File: src/verilog/potc_defines.svh
// Register offsets, field positions, reset values and counts of the panel output timing stage.
// Assumes a 12-bit APB byte address; included by the package and every design module.
`ifndef POTC_DEFINES_SVH
`define POTC_DEFINES_SVH
`define POTC_ADDR_W          12
`define POTC_DATA_W          18
`define POTC_OFS_FIRST       12'h400
`define POTC_OFS_SECOND      12'h404
`define POTC_OFS_STATUS      12'h408
`define POTC_RST_FIRST       32'h0000_0000
`define POTC_RST_SECOND      32'h0000_0000
`define POTC_MASK_FIRST      32'h27FF_00FF
`define POTC_MASK_SECOND     32'h6DC0_2000
`define POTC_F1_IN_POL       29
`define POTC_F1_LEAD_HI      7
`define POTC_F1_LEAD_LO      5
`define POTC_F1_TRAIL_HI     4
`define POTC_F1_TRAIL_LO     0
`define POTC_F2_BYPASS       30
`define POTC_F2_STROBE_POL   29
`define POTC_F2_SHIFT_MODE   27
`define POTC_F2_LINE_SEL     26
`define POTC_F2_TFT          24
`define POTC_F2_VPOL         23
`define POTC_F2_HPOL         22
`define POTC_F2_DISP_ONLY    13
`define POTC_CNT_MAX         5'h1F
`define POTC_LEAD_STEP       5'h01
`endif

File: src/verilog/potc_pkg.sv
// Types and shared arithmetic of the panel output timing stage.
// Assumes potc_defines.svh is on the include path.
`include "potc_defines.svh"
package potc_pkg;
  typedef struct packed {
    logic [31:0] first;
    logic [31:0] second;
    logic [31:0] rdata;
  } potc_reg_state_t;

  typedef struct packed {
    logic       prev_sync;
    logic       running;
    logic [4:0] count;
    logic       pulse;
  } potc_gen_state_t;

  // Leading edge offset in dot clocks: code 0 means none, codes 1..7 mean 2..8.
  function automatic logic [4:0] potc_lead_offset(input logic [2:0] code);
    potc_lead_offset = (code == 3'h0) ? 5'h00 : ({2'h0, code} + `POTC_LEAD_STEP);
  endfunction
endpackage

File: src/verilog/potc_apb_regs.sv
// APB slave holding the two panel timing registers and a read-only status word.
// Assumes a zero-wait master; pready is always high and unmapped addresses answer pslverr.
`timescale 1ns/10ps
`include "potc_defines.svh"
module potc_apb_regs (
  // Clock and reset.
  input  wire logic                     pclk,
  input  wire logic                     presetn,
  // APB slave.
  input  wire logic                     psel,
  input  wire logic                     penable,
  input  wire logic                     pwrite,
  input  wire logic [`POTC_ADDR_W-1:0]  paddr,
  input  wire logic [31:0]              pwdata,
  output logic      [31:0]              prdata,
  output logic                          pready,
  output logic                          pslverr,
  // Register contents and status.
  input  wire logic [31:0]              status_word,
  output logic      [31:0]              timing_first,
  output logic      [31:0]              timing_second
);
  import potc_pkg::*;

  potc_reg_state_t q;
  potc_reg_state_t next_q;
  logic            mapped;

  always_comb begin
    mapped = (paddr == `POTC_OFS_FIRST) || (paddr == `POTC_OFS_SECOND) || (paddr == `POTC_OFS_STATUS);
    next_q = q;
    // Read data is fetched in the setup cycle so that it is registered by the access cycle.
    if (psel && !penable) begin
      unique case (paddr)
        `POTC_OFS_FIRST:  next_q.rdata = q.first;
        `POTC_OFS_SECOND: next_q.rdata = q.second;
        `POTC_OFS_STATUS: next_q.rdata = status_word;
        default:          next_q.rdata = 32'h0000_0000;
      endcase
    end
    if (psel && penable && pwrite && paddr == `POTC_OFS_FIRST) begin
      next_q.first = pwdata & `POTC_MASK_FIRST;
    end
    if (psel && penable && pwrite && paddr == `POTC_OFS_SECOND) begin
      next_q.second = pwdata & `POTC_MASK_SECOND;
    end
  end

  always_ff @(posedge pclk or negedge presetn) begin
    if (!presetn) begin
      q <= '{first: `POTC_RST_FIRST, second: `POTC_RST_SECOND, rdata: 32'h0000_0000};
    end else begin
      q <= next_q;
    end
  end

  assign prdata        = q.rdata;
  assign pready        = 1'b1;
  assign pslverr       = psel && penable && !mapped;
  assign timing_first  = q.first;
  assign timing_second = q.second;
endmodule

File: src/verilog/potc_line_sync_gen.sv
// Output line sync shaper: counts dot clocks from each modified input sync rising edge.
// Assumes pix_rise is a one-cycle pulse per dot clock and line_sync_mod is already synchronised.
`timescale 1ns/10ps
`include "potc_defines.svh"
module potc_line_sync_gen (
  // Clock and reset.
  input  wire logic       pclk,
  input  wire logic       presetn,
  // Timing inputs.
  input  wire logic       pix_rise,
  input  wire logic       line_sync_mod,
  // Configuration.
  input  wire logic       honour,
  input  wire logic [2:0] lead_code,
  input  wire logic [4:0] trail_pos,
  // Result.
  output logic            pulse,
  output logic [4:0]      count
);
  import potc_pkg::*;

  potc_gen_state_t q;
  potc_gen_state_t next_q;
  logic [4:0]      lead;

  always_comb begin
    lead   = potc_lead_offset(lead_code);
    next_q = q;
    if (pix_rise) begin
      next_q.prev_sync = line_sync_mod;
      if (line_sync_mod && !q.prev_sync) begin
        next_q.count   = 5'h00;
        next_q.running = 1'b1;
      end else if (q.running && q.count != `POTC_CNT_MAX) begin
        next_q.count = q.count + `POTC_LEAD_STEP;
      end
      // Without the enable both edge fields are ignored and the input pulse passes as is.
      if (honour) begin
        next_q.pulse = next_q.running && (next_q.count >= lead) && (next_q.count < trail_pos);
      end else begin
        next_q.pulse = line_sync_mod;
      end
    end
  end

  always_ff @(posedge pclk or negedge presetn) begin
    if (!presetn) begin
      q <= '{prev_sync: 1'b0, running: 1'b0, count: 5'h00, pulse: 1'b0};
    end else begin
      q <= next_q;
    end
  end

  assign pulse = q.pulse;
  assign count = q.count;

  a_no_short_pulse: assert property (@(posedge pclk) disable iff (!presetn)
    pix_rise && honour && trail_pos <= potc_lead_offset(lead_code) |=> !pulse)
    else $error("pulse emitted for zero or negative length setting");
  a_trail_edge_end: assert property (@(posedge pclk) disable iff (!presetn)
    pix_rise && honour && q.running && q.count != `POTC_CNT_MAX && q.count + `POTC_LEAD_STEP == trail_pos
    && !(line_sync_mod && !q.prev_sync) |=> !pulse)
    else $error("pulse still high at trailing edge count");
  a_follow_input: assert property (@(posedge pclk) disable iff (!presetn)
    pix_rise && !honour |=> pulse == $past(line_sync_mod))
    else $error("pulse does not follow input while edge fields are ignored");
endmodule

File: src/verilog/potc_top.sv
// Panel output timing stage: reshapes line sync, sets output polarities, gates the shift clock.
// Assumes the dot clock and all panel-side inputs are asynchronous to pclk and slower than pclk/2.
`timescale 1ns/10ps
`include "potc_defines.svh"
module potc_top #(
  parameter int DATA_W = `POTC_DATA_W
) (
  // Clock and reset.
  input  wire logic                     pclk,
  input  wire logic                     presetn,
  // APB slave.
  input  wire logic                     psel,
  input  wire logic                     penable,
  input  wire logic                     pwrite,
  input  wire logic [`POTC_ADDR_W-1:0]  paddr,
  input  wire logic [31:0]              pwdata,
  output logic      [31:0]              prdata,
  output logic                          pready,
  output logic                          pslverr,
  // Pixel stream from the graphics source, asynchronous to pclk.
  input  wire logic                     pixel_clock,
  input  wire logic                     input_line_sync,
  input  wire logic                     input_frame_sync,
  input  wire logic                     input_data_enable,
  input  wire logic [DATA_W-1:0]        input_pixel_data,
  // Panel pins.
  output logic                          panel_shift_clock,
  output logic                          line_pin,
  output logic                          frame_sync_out,
  output logic                          display_data_strobe,
  output logic      [DATA_W-1:0]        panel_pixel_data
);
  import potc_pkg::*;

  ////////////////////////////////////////////////////////////////////////////////
  // State.

  typedef struct packed {
    logic [3:0]        meta;
    logic [3:0]        sync;
    logic [DATA_W-1:0] data_meta;
    logic [DATA_W-1:0] data_sync;
    logic              pix_prev;
    logic              frame_disp;
    logic              shift;
    logic              line;
    logic              frame;
    logic              strobe;
    logic [DATA_W-1:0] data;
  } potc_top_state_t;

  potc_top_state_t q;
  potc_top_state_t next_q;

  logic [31:0] timing_first;
  logic [31:0] timing_second;
  logic [31:0] status_word;
  logic        pix_s;
  logic        line_s;
  logic        frame_s;
  logic        de_s;
  logic        pix_rise;
  logic        line_mod;
  logic        gen_pulse;
  logic [4:0]  gen_count;
  logic        bypass;
  logic        tft;
  logic        strobe_pol;
  logic        shift_mode;
  logic        line_sel;
  logic        vpol;
  logic        hpol;
  logic        disp_only;
  logic        shift_free;
  logic        lp_gate;

  ////////////////////////////////////////////////////////////////////////////////
  // Register file.

  potc_apb_regs u_regs (
    .pclk          (pclk),
    .presetn       (presetn),
    .psel          (psel),
    .penable       (penable),
    .pwrite        (pwrite),
    .paddr         (paddr),
    .pwdata        (pwdata),
    .prdata        (prdata),
    .pready        (pready),
    .pslverr       (pslverr),
    .status_word   (status_word),
    .timing_first  (timing_first),
    .timing_second (timing_second)
  );

  assign bypass     = timing_second[`POTC_F2_BYPASS];
  assign strobe_pol = timing_second[`POTC_F2_STROBE_POL];
  assign shift_mode = timing_second[`POTC_F2_SHIFT_MODE];
  assign line_sel   = timing_second[`POTC_F2_LINE_SEL];
  assign tft        = timing_second[`POTC_F2_TFT];
  assign vpol       = timing_second[`POTC_F2_VPOL];
  assign hpol       = timing_second[`POTC_F2_HPOL];
  assign disp_only  = timing_second[`POTC_F2_DISP_ONLY];

  // Status shows the display-seen flag, the shaped pulse and the dot clock count.
  assign status_word = 32'({q.frame_disp, gen_pulse, gen_count});

  ////////////////////////////////////////////////////////////////////////////////
  // Synchronised panel-side inputs.

  assign pix_s    = q.sync[3];
  assign line_s   = q.sync[2];
  assign frame_s  = q.sync[1];
  assign de_s     = q.sync[0];
  assign pix_rise = pix_s && !q.pix_prev;
  assign line_mod = line_s ^ timing_first[`POTC_F1_IN_POL];

  ////////////////////////////////////////////////////////////////////////////////
  // Line sync shaping.

  potc_line_sync_gen u_gen (
    .pclk          (pclk),
    .presetn       (presetn),
    .pix_rise      (pix_rise),
    .line_sync_mod (line_mod),
    .honour        (shift_mode),
    .lead_code     (timing_first[`POTC_F1_LEAD_HI:`POTC_F1_LEAD_LO]),
    .trail_pos     (timing_first[`POTC_F1_TRAIL_HI:`POTC_F1_TRAIL_LO]),
    .pulse         (gen_pulse),
    .count         (gen_count)
  );

  ////////////////////////////////////////////////////////////////////////////////
  // Output formation.

  // Outside bypass only TFT panels may run the shift clock through retrace; STN keeps it gated.
  assign shift_free = tft && shift_mode;
  // Line pulses are suppressed outside display only on STN with the display-only bit.
  assign lp_gate    = tft || !disp_only || q.frame_disp;

  always_comb begin
    next_q           = q;
    next_q.meta      = {pixel_clock, input_line_sync, input_frame_sync, input_data_enable};
    next_q.sync      = q.meta;
    next_q.data_meta = input_pixel_data;
    next_q.data_sync = q.data_meta;
    next_q.pix_prev  = pix_s;
    // A frame counts as displaying from its first data enable until the next frame sync.
    if (de_s) begin
      next_q.frame_disp = 1'b1;
    end else if (frame_s) begin
      next_q.frame_disp = 1'b0;
    end
    if (bypass) begin
      next_q.shift  = pix_s;
      next_q.line   = line_s;
      next_q.frame  = frame_s;
      next_q.strobe = de_s;
      next_q.data   = q.data_sync;
    end else begin
      next_q.shift  = pix_s && (shift_free || de_s);
      if (line_sel) begin
        next_q.line = gen_pulse ^ hpol;
      end else begin
        next_q.line = gen_pulse && lp_gate;
      end
      next_q.frame  = frame_s ^ (tft && vpol);
      next_q.strobe = ~(de_s ^ strobe_pol);
      next_q.data   = q.data_sync;
    end
  end

  always_ff @(posedge pclk or negedge presetn) begin
    if (!presetn) begin
      q <= '0;
    end else begin
      q <= next_q;
    end
  end

  assign panel_shift_clock   = q.shift;
  assign line_pin            = q.line;
  assign frame_sync_out      = q.frame;
  assign display_data_strobe = q.strobe;
  assign panel_pixel_data    = q.data;

  ////////////////////////////////////////////////////////////////////////////////
  // Checks.

  a_bypass_line_pass: assert property (@(posedge pclk) disable iff (!presetn)
    bypass |=> line_pin == $past(line_s) && frame_sync_out == $past(frame_s))
    else $error("bypass does not pass input timing to the panel");

  a_bypass_data_pass: assert property (@(posedge pclk) disable iff (!presetn)
    bypass ##1 bypass |=> panel_pixel_data == $past(input_pixel_data, 3))
    else $error("bypass pixel data not forwarded");

  a_strobe_polarity: assert property (@(posedge pclk) disable iff (!presetn)
    !bypass && !strobe_pol && de_s |=> !display_data_strobe)
    else $error("data strobe not active low with polarity bit clear");

  a_strobe_high: assert property (@(posedge pclk) disable iff (!presetn)
    !bypass && strobe_pol |=> display_data_strobe == $past(de_s))
    else $error("data strobe not active high with polarity bit set");

  a_shift_stn_gated: assert property (@(posedge pclk) disable iff (!presetn)
    !bypass && !tft && !de_s |=> !panel_shift_clock)
    else $error("shift clock toggles outside display on STN");

  a_shift_free_run: assert property (@(posedge pclk) disable iff (!presetn)
    !bypass && tft && shift_mode |=> panel_shift_clock == $past(pix_s))
    else $error("free running shift clock stopped");

  a_frame_polarity: assert property (@(posedge pclk) disable iff (!presetn)
    !bypass && tft && vpol |=> frame_sync_out == !$past(frame_s))
    else $error("frame sync not inverted in TFT mode");

  a_line_sync_pol: assert property (@(posedge pclk) disable iff (!presetn)
    !bypass && line_sel |=> line_pin == ($past(gen_pulse) ^ $past(hpol)))
    else $error("line sync polarity wrong");

  a_lp_display_only: assert property (@(posedge pclk) disable iff (!presetn)
    !bypass && !line_sel && !tft && disp_only && !q.frame_disp |=> !line_pin)
    else $error("line pulse outside display time");

  a_lp_continuous: assert property (@(posedge pclk) disable iff (!presetn)
    !bypass && !line_sel && !disp_only |=> line_pin == $past(gen_pulse))
    else $error("continuous line pulse missing");

  a_lead_edge_pos: assert property (@(posedge pclk) disable iff (!presetn)
    pix_rise && shift_mode && line_mod && !u_gen.q.prev_sync
    && timing_first[`POTC_F1_LEAD_HI:`POTC_F1_LEAD_LO] == 3'h0
    && timing_first[`POTC_F1_TRAIL_HI:`POTC_F1_TRAIL_LO] != 5'h00 |=> gen_pulse)
    else $error("zero leading edge code did not assert at once");

  a_bypass_strobe_pass: assert property (@(posedge pclk) disable iff (!presetn)
    bypass |=> display_data_strobe == $past(de_s) && panel_shift_clock == $past(pix_s))
    else $error("bypass does not pass strobe and shift clock to the panel");

  a_lp_gate_path: assert property (@(posedge pclk) disable iff (!presetn)
    !bypass && !line_sel |=> line_pin == ($past(gen_pulse) && $past(lp_gate)))
    else $error("line pulse does not follow the gated shaped pulse");

  a_frame_stn_plain: assert property (@(posedge pclk) disable iff (!presetn)
    !bypass && !tft |=> frame_sync_out == $past(frame_s))
    else $error("frame sync polarity changed outside TFT mode");

  a_frame_tft_high: assert property (@(posedge pclk) disable iff (!presetn)
    !bypass && tft && !vpol |=> frame_sync_out == $past(frame_s))
    else $error("frame sync not active high in TFT mode");

  a_shift_tft_gated: assert property (@(posedge pclk) disable iff (!presetn)
    !bypass && tft && !shift_mode |=> panel_shift_clock == ($past(pix_s) && $past(de_s)))
    else $error("shift clock not gated by display period");

  a_disp_flag_set: assert property (@(posedge pclk) disable iff (!presetn)
    de_s |=> q.frame_disp)
    else $error("display flag not set by data enable");

  a_disp_flag_clear: assert property (@(posedge pclk) disable iff (!presetn)
    frame_s && !de_s |=> !q.frame_disp)
    else $error("display flag not cleared by frame sync");

  a_strobe_idle_high: assert property (@(posedge pclk) disable iff (!presetn)
    !bypass && !strobe_pol && !de_s |=> display_data_strobe)
    else $error("active low data strobe not idle high");

  a_reset_clear: assert property (@(posedge pclk) disable iff (!presetn)
    $rose(presetn) |-> timing_second == `POTC_RST_SECOND)
    else $error("second timing register not cleared by reset");

  a_write_second: assert property (@(posedge pclk) disable iff (!presetn)
    psel && penable && pwrite && paddr == `POTC_OFS_SECOND |=> timing_second == ($past(pwdata) & `POTC_MASK_SECOND))
    else $error("write to second timing register did not land");

  a_write_first: assert property (@(posedge pclk) disable iff (!presetn)
    psel && penable && pwrite && paddr == `POTC_OFS_FIRST |=> timing_first == ($past(pwdata) & `POTC_MASK_FIRST))
    else $error("write to first timing register did not land");

  a_line_sync_high: assert property (@(posedge pclk) disable iff (!presetn)
    !bypass && line_sel && !hpol |=> line_pin == $past(gen_pulse))
    else $error("line sync not active high with polarity bit clear");
endmodule

File: config.mk
export PLATFORM = sky130hd
export DESIGN_NAME = potc_top
export DESIGN_NICKNAME = d
export VERILOG_FILES = /design/src/verilog/potc_pkg.sv /design/src/verilog/potc_apb_regs.sv /design/src/verilog/potc_line_sync_gen.sv /design/src/verilog/potc_top.sv
export VERILOG_INCLUDE_DIRS = /design/src /design/src/verilog
export SDC_FILE = /design/constraint.sdc
export NUM_CORES = 1
export LEC_CHECK = 0
export BUFFER_PORTS_ARGS = -buffer_cell sky130_fd_sc_hd__buf_4
export CORE_AREA = 2 2 77 133
export CTS_CLUSTER_SIZE = 25
export DETAILED_ROUTE_END_ITERATION = 10
export DIE_AREA = 0 0 79 135
export HOLD_SLACK_MARGIN = 0.15
export PLACE_DENSITY_LB_ADDON = 0.05
export SYNTH_ARGS = -nofsm -noshare
export SYNTH_HDL_FRONTEND = slang
export SYNTH_SLANG_ARGS = --single-unit
File: constraint.sdc
create_clock -name pclk -period 3.8 [get_ports pclk]
set_input_delay 0.38 -clock pclk [delete_from_list [all_inputs] [get_ports pclk]]
set_output_delay 0.38 -clock pclk [all_outputs]
set_load 0.01 [all_outputs]
Word-level counts from Yosys, hierarchy flattened --
Index checks and enable logic that the tools add are counted.
Word-level totals: bits in registers 136, input bits 71, output and inout bits 56, logic and storage cells 70
Cells by class: add/sub/neg operators 2, $lt $le $gt $ge 2, eq/ne operators 4, muxes and demuxes 12, bitwise logic cells 5, reduce and logical (&&, ||, !) cells 27
Operator list (number):
- 31-bit one-hot mux with 3 select lines | 1
- 12-bit by 11-bit == test with 1-bit output, second input constant | 3
- 22-bit two-way mux | 1
- 5-bit two-way mux | 4
- 1-bit logical AND | 15
- 1-bit two-way mux | 6
- 5-bit by 1-bit adder with 5-bit output, second input constant | 1
- 5-bit greater-or-equal comparator | 1
- 1-bit logical NOT | 5
- 1-bit logical OR | 5
- 5-bit < comparator | 1
- 5-bit inequality test, second input constant | 1
- 3-bit by 1-bit adder with 4-bit output, second input constant | 1
- 1-bit bitwise XOR | 4
- 3-bit logical NOT | 1
- 2-bit nonzero test | 1
- 1-bit inverter | 1

Depth between registers and ports, before layout --
Gate-level depths: netlist (run 1).
word-level depth 9, gate-level depth with buffers 13

Cells and area by module --
From an unflattened synthesis (run 1), not the netlist that was laid out.
Unflattened totals: cell total of the unflattened synthesis 421, area, all modules 5555.3 µm²
Modules (own cells, without submodules):
- potc_apb_regs | instances 1, cells each 234, area an instance 2825.2 µm², sequential area each 1501.4 µm²
- potc_top | instances 1, cells each 103, area an instance 1944.4 µm², sequential area each 1701.6 µm²
- potc_line_sync_gen | instances 1, cells each 84, area an instance 785.8 µm², sequential area each 200.2 µm²

Worst setup path after synthesis (run 1) --
OpenSTA, ideal clock, no wires.
kind flip-flop to flip-flop, start reg u_gen.q, in the netlist u_gen.count[0], end reg u_gen.q, in the netlist u_gen.pulse, data arrival time 2.546 ns, slack 1.118 ns, stages on the path, launching flop included 13, cell sequence dfrtp_1 -> ha_1 -> and3_1 -> ha_1 -> nand2b_1 -> xnor2_1 -> nand2_1 -> ha_1 -> nand2b_1 -> a21oi_1 -> a21oi_1 -> a2111oi_0 -> o31ai_1
On the way: word-level cells in the longest chain between the ends 9, elaborated cells on any way between the ends 11
Ends and longest elaborated chain:
- start: declaration | RTL line potc_line_sync_gen.sv:22 | potc_gen_state_t q;
- start signal: assignment | RTL line potc_line_sync_gen.sv:48 | q <= '{prev_sync: 1'b0, running: 1'b0, count: 5'h00, pulse: 1'b0};
- start signal: assignment | RTL line potc_line_sync_gen.sv:50 | q <= next_q;
- branches (longest 2 deep; another with 5-bit by 1-bit adder with 5-bit output)
- 5-bit two-way mux (*) | RTL line potc_line_sync_gen.sv:34 | end else if (q.running && q.count != `POTC_CNT_MAX) begin
- 5-bit two-way mux (*) | RTL line potc_line_sync_gen.sv:31 | if (line_sync_mod && !q.prev_sync) begin
- 5-bit two-way mux (*) | RTL line potc_line_sync_gen.sv:29 | if (pix_rise) begin
- 5-bit greater-or-equal comparator | RTL line potc_line_sync_gen.sv:39 | next_q.pulse = next_q.running && (next_q.count >= lead) && (next_q.count < trail_pos);
- 1-bit logical AND | RTL line potc_line_sync_gen.sv:39
- 1-bit logical AND (*) | RTL line potc_line_sync_gen.sv:39
- 1-bit two-way mux (*) | RTL line potc_line_sync_gen.sv:38 | if (honour) begin
Every way passes the cells marked *. The select of a mux whose other input is x is not followed. A chain may end at the register's enable or synchronous reset.

Worst setup path after layout (run 1) --
Same ends and word-level chain as after synthesis.

==> results.cfg, run 1 <==
[cts]
cts_tree = done
cts_buffers = 17
post_cts_buffers = 0
cts-resized-gates = 0
path_clk_slew_ns = 0.06
ctsHoldBuffers = 23
root_buffer = clkbuf_16
cts_sinks = 127
clock_path_buffers = 2
clkLatencyLatePin_ns = 0.40
htreeDepth = 4

[setup_path]
path_max_fanout = 7
cpMaxStageDelayCell = dfrtp_1
r2r_setup_slack_ns = 0.73
critPathCaptureType = flop
path_cells = ha_1, and3_1, ha_1, nand2b_1, xnor2_1, nand2_1, ha_1, nand2b_1, a21oi_1, a21oi_1, a2111oi_0, o31ai_1
path_buf_inv = 0
cp_common_cell = ha_1
worstReg2RegStart = u_gen.count[0]$_DFFE_PN0P_
rr_endpoint = u_gen.pulse$_DFFE_PN0P_
required_ns = 4.07
cpPeakStageDelay_ns = 0.46
rr_worst_depth = 12
cp.arrival_ns = 3.34
path_class = flop to flop
crit_family = compound AO/OA/AOI/OAI gates
crit_path_start_kind = flop

[finish]
area_growth_pct = 32.4
fin_nets = 577
fin_cells = 630
antenna_cells = 0
layout-drive-gt1-share = 0.346
nFillCells = 732
stdcell_area_um2 = 6440

[grt]
grt_use_met3 = 0.0501
gr-usage-met1 = 0.236
antenna_found_initial = 0
grt_pass1_wl_um = 16800
grt_pass1_vias = 3407
grt_use_total = 0.213
met2_usage = 0.378
grt-ovfl-total = 0
grt_max_degree = 128
grt-busiest-layer = met2

[sta]
period_minus_slack_ns = 3.07
skew_ns = 0.00612
setup_violations = 0
finalCritPeriodShare = 0.809
grt_setup_unrepaired = false
relSlewSlack = 0.506
hold_viol_final = 0
slew_viol_final = 0
worst_pin_slew_ns = 0.737
fin_setup_tns_ns = 0
fmax_mhz = 325
finalWorstSetupSlack_ns = 0.728

[run_status]
status = completed

[logic_synthesis]
synth_seq_cells = 127
netlist.area_leader.share = 0.653
synth_ff_type = dfrtp_1
ys_warn_count = 0
synthArstFlopShare = 1.00
synth_cells = 373
synth.largest_area_cell = dfrtp_1
synth_edf_count = 0
avgSynthCellArea_um2 = 13.0
synth_area_um2 = 4860
netlist_top_cells_area = dfrtp_1 65%, mux2_2 5.1%, buf_4 4.5%, nand2_1 3.6%, o21ai_0 3.3%
yosysUniqueCellTypes = 50
seq_area_frac_synth = 0.653
netlist_top_cells_count = 127 x dfrtp_1, 47 x nand2_1, 32 x o21ai_0
yosysMostFrequentCell = dfrtp_1

[placement]
dp_cells = 576
portBuffers = 107
placed_cell_area_um2 = 5630
gp_congestion = 0.874
hpwl_um = 7170
dpl_worst_slack_ns = 0.780

[floorplan]
dieArea_um2 = 10700
die_w_um = 79
io_pins = 127
core_um2 = 9530
start_util = 0.511
fp.dieH_um = 135
rows = 47

[power]
total_power_mw = 3.25
cellPowerDensity_nw_per_um2 = 504
power_leakage_nw = 3.12
ir_drop_mv = 0.375

[hold_path]
hold_path.class = primary input to flop
hold_end = u_regs.timing_first[4]$_DFFE_PN0P_
min_path_cells = 3
min_from = pwdata[4]

[detailed_routing]
vias = 3129
drt-pass1-iter-count = 4
drc = 0
wl_per_cell_um = 16.6
vias_per_cell = 4.97
wirelength_um = 10500
ant_nets = 0
initialDrtViolationCount = 98

[job]
cap_violations = 0
through the flow:
| step | util | hold WS [ns] |
|---|---|---|
| 6_report | 0.676 | 0.180 |
| 5_1_grt | 0.676 | 0.182 |
| 4_1_cts | 0.676 | 0.174 |
| 3_5_place_dp | 0.591 | 0.335 |
| 3_3_place_gp | 0.591 | 0.331 |
| 2_1_floorplan | - | 0.0844 |
report_power, final:
group | internal (mW) | switching [mW] | leakage (nW)
combinational | 0.122 | 0.129 | 1.26
sequential | 1.41 | 0.0352 | 1.58
clock | 0.979 | 0.573 | 0.286
routing by layer:
metal  routed length [µm]  share of wire
met2                 5830           0.56
met3                  453          0.043
met1                 3870           0.37
met4                  334          0.032
met5                    0              0
layout by cell type (no fill, tap or decap), types with 7 or more instances in the layout:
| cell type | count |
|---|---|
| dfrtp_1 | 127 |
| buf_4 | 110 |
| nand2_1 | 47 |
| o21ai_0 | 32 |
| dlygate4sd3_1 | 23 |
| mux2_2 | 22 |
| clkbuf_16 | 17 |
| inv_1 | 10 |
| ha_1 | 10 |
| conb_1 | 10 |
| nor2_1 | 9 |
| mux2i_1 | 7 |
| a22oi_1 | 7 |
how the worst max path moves through the flow:
stage                                           from                      end  cells after the start
after floorplan           u_gen.count[0]$_DFFE_PN0P_  u_gen.pulse$_DFFE_PN0P_                     12
after global placement    u_gen.count[0]$_DFFE_PN0P_  u_gen.pulse$_DFFE_PN0P_                     12
after global routing      u_gen.count[0]$_DFFE_PN0P_  u_gen.pulse$_DFFE_PN0P_                     12
final                     u_gen.count[0]$_DFFE_PN0P_  u_gen.pulse$_DFFE_PN0P_                     12
after CTS                 u_gen.count[0]$_DFFE_PN0P_  u_gen.pulse$_DFFE_PN0P_                     12
after detailed placement  u_gen.count[0]$_DFFE_PN0P_  u_gen.pulse$_DFFE_PN0P_                     12
worst reg2reg max path: stages (launching register included):
cell and delay [ns]:
dfrtp_1 0.46, ha_1 0.25, and3_1 0.18, ha_1 0.20, nand2b_1 0.24, xnor2_1 0.19, nand2_1 0.09, ha_1 0.29
nand2b_1 0.14, a21oi_1 0.22, a21oi_1 0.10, a2111oi_0 0.45, o31ai_1 0.14
cell families after synthesis:
family / after synthesis / share of synthesized area
compound gates: 63 / 0.0808
fa+ha+maj: 10 / 0.0257
flops: 127 / 0.653
mux: 29 / 0.0653
other cells: 2 / 0.00154
buf+inv: 48 / 0.0612
simple gates: 87 / 0.0993
xor+xnor: 7 / 0.0126
cell type report:
cell class	instances	area (µm²)	share of cell area
repair buffers	134	1080	0.167
multi-input cells	206	1420	0.220
well taps	122	153	0.0237
flip-flops and latches	127	3180	0.493
clock inverters	13	140	0.0218
clock buffers	18	439	0.0682
inverters	10	37.5	0.00583
state kept, by name (all words and copies together), names as in the netlist, 2 cells and up:
register / count
u_regs.prdata: 23
next_q: 23
q: 20
u_gen.q: 2
panel_pixel_data: 18
u_regs.timing_first: 20
u_regs.timing_second: 8
u_gen.count: 5
Power figures use the tool's default switching activity.
==> run 2, diff against run 1 <==
- clock period: 3.8 -> 3 ns (I/O delays scaled with it)
==> run 2 against run 1 <==
Clock-buffer cell count is 2 higher. Critical endpoint unchanged. Combinational power is 49% higher. Die area stayed put. Clock skew hardly changed. Sequential share of layout area is 2.5 points lower. Final cell count is 4.6% higher.
==> results.cfg, run 2 (synthesis results as in run 1) <==
[job]
cap_violations = 0

[hold_path]
hold_end = panel_pixel_data[9]$_DFF_PN0_
min_path_cells = 0
hold_path.class = flop to flop
min_from = q[33]$_DFF_PN0_

[sta]
period_minus_slack_ns = 2.76
fmax_mhz = 362
finalCritPeriodShare = 0.920
skew_ns = 0.00614
setup_violations = 0
hold_viol_final = 0
relSlewSlack = 0.570
fin_setup_tns_ns = 0
grt_setup_unrepaired = false
worst_pin_slew_ns = 0.643
slew_viol_final = 0

[floorplan]
dieArea_um2 = 10700
core_um2 = 9530
rows = 47
start_util = 0.511
io_pins = 127
fp.dieH_um = 135
die_w_um = 79

[power]
ir_drop_mv = 0.468
cellPowerDensity_nw_per_um2 = 644
power_leakage_nw = 3.26

[detailed_routing]
drc = 0
vias = 3305
wirelength_um = 11000
vias_per_cell = 5.02
ant_nets = 0
initialDrtViolationCount = 140
wl_per_cell_um = 16.7
drt-pass1-iter-count = 5

[setup_path]
rr_endpoint = u_gen.pulse$_DFFE_PN0P_
crit_start = u_gen.count[1]$_DFFE_PN0P_
cpPeakStageDelay_ns = 0.40
path_buf_inv = 0
crit_path_start_kind = flop
worstReg2RegStart = u_gen.count[1]$_DFFE_PN0P_
crit_family = simple AND/OR/NAND/NOR gates
required_ns = 3.32
path_class = flop to flop
cp.arrival_ns = 3.08
cp_common_cell = ha_1
path_cells = ha_1, and3_1, ha_2, nor2b_2, nand4_1, xor2_2, nor2_2, ha_1, and3b_1, o21ai_1, o211a_1, o311ai_0, o31ai_1
critPathCaptureType = flop
cpMaxStageDelayCell = dfrtp_1
r2r_setup_slack_ns = 0.24
path_max_fanout = 4
rr_worst_depth = 13

[finish]
layout_common_cells = 127 x dfrtp_1, 115 x buf_4, 47 x nand2_1
regArea_um2 = 3180
area_growth_pct = 39.6
fin_nets = 605
nFillCells = 681
antenna_cells = 0
final_common_cell = dfrtp_1
fin_util = 0.713
layout-drive-gt1-share = 0.346
fin_cells = 659
multi_input_area_um2 = 1440

[cts]
cts_buffers = 17
root_buffer = clkbuf_16
clkLatencyLatePin_ns = 0.41
cts_sinks = 127
cts_tree = done
htreeDepth = 4
path_clk_slew_ns = 0.06
clock_path_buffers = 2

[grt]
grt_use_total = 0.224
antenna_found_initial = 0
grt-ovfl-total = 0
grt_pass1_wl_um = 17700
grt_max_degree = 101
grt_pass1_vias = 3436

[run_status]
status = completed

[placement]
gp_congestion = 0.857
hpwl_um = 7380
dp_cells = 579
portBuffers = 107
==> run 2: power by group <==
part	total, mW	internal (mW)	switching (mW)	leakage (nW)
registers	1.82	1.78	0.0377	1.58
clock network	2.18	1.44	0.740	0.307
logic	0.374	0.191	0.183	1.38
total	4.37	3.41	0.961	3.26
==> run 2: worst max-delay path by stage <==
stage | end | cells past startpoint | slack (ns)
2_1_floorplan | u_gen.pulse$_DFFE_PN0P_ | 12 | 0.32
3_3_place_gp | u_gen.pulse$_DFFE_PN0P_ | 12 | 0.06
3_5_place_dp | u_gen.pulse$_DFFE_PN0P_ | 12 | 0.06
4_1_cts | u_gen.pulse$_DFFE_PN0P_ | 12 | 0.04
5_1_grt | u_gen.pulse$_DFFE_PN0P_ | 13 | 0.05
6_report | u_gen.pulse$_DFFE_PN0P_ | 13 | 0.24
==> run 2: cell type report <==
class                      count  share of cell area
clock buffer                  20              0.0672
clock inverter                12              0.0271
inverter                      10             0.00553
multi-input combinational    206               0.212
sequential                   127               0.468
tap                          122              0.0225
timing repair buffer         162               0.198
==> run 2: what timing repair did <==
action	CTS	global route
resized for setup	0	7
setup endpoints to repair	0	1
setup buffers	0	2
hold buffers	46	0
endpoints found under the hold margin	77	0
==> run 2: stage by stage <==
step / hold WS, ns / setup slack (ns) / area [µm²] / power (mW)
after global placement: 0.235 / 0.0573 / 5650 / 2.15
after detailed placement: 0.248 / 0.0573 / 5650 / 2.16
after CTS: 0.336 / 0.0416 / 6760 / 4.40
after global routing: 0.349 / 0.0453 / 6790 / 4.54
after floorplan: 0.00441 / 0.318 / 4890 / 2.00
final: 0.346 / 0.241 / 6790 / 4.37
==> run 2: metal layers <==
layer	vias to the layer above	wire, µm	track usage
li1	1535	-	-
met5	-	0	0
met2	97	6250	0.403
met1	1661	4090	0.255
met4	0	152	0.0776
met3	12	489	0.0582
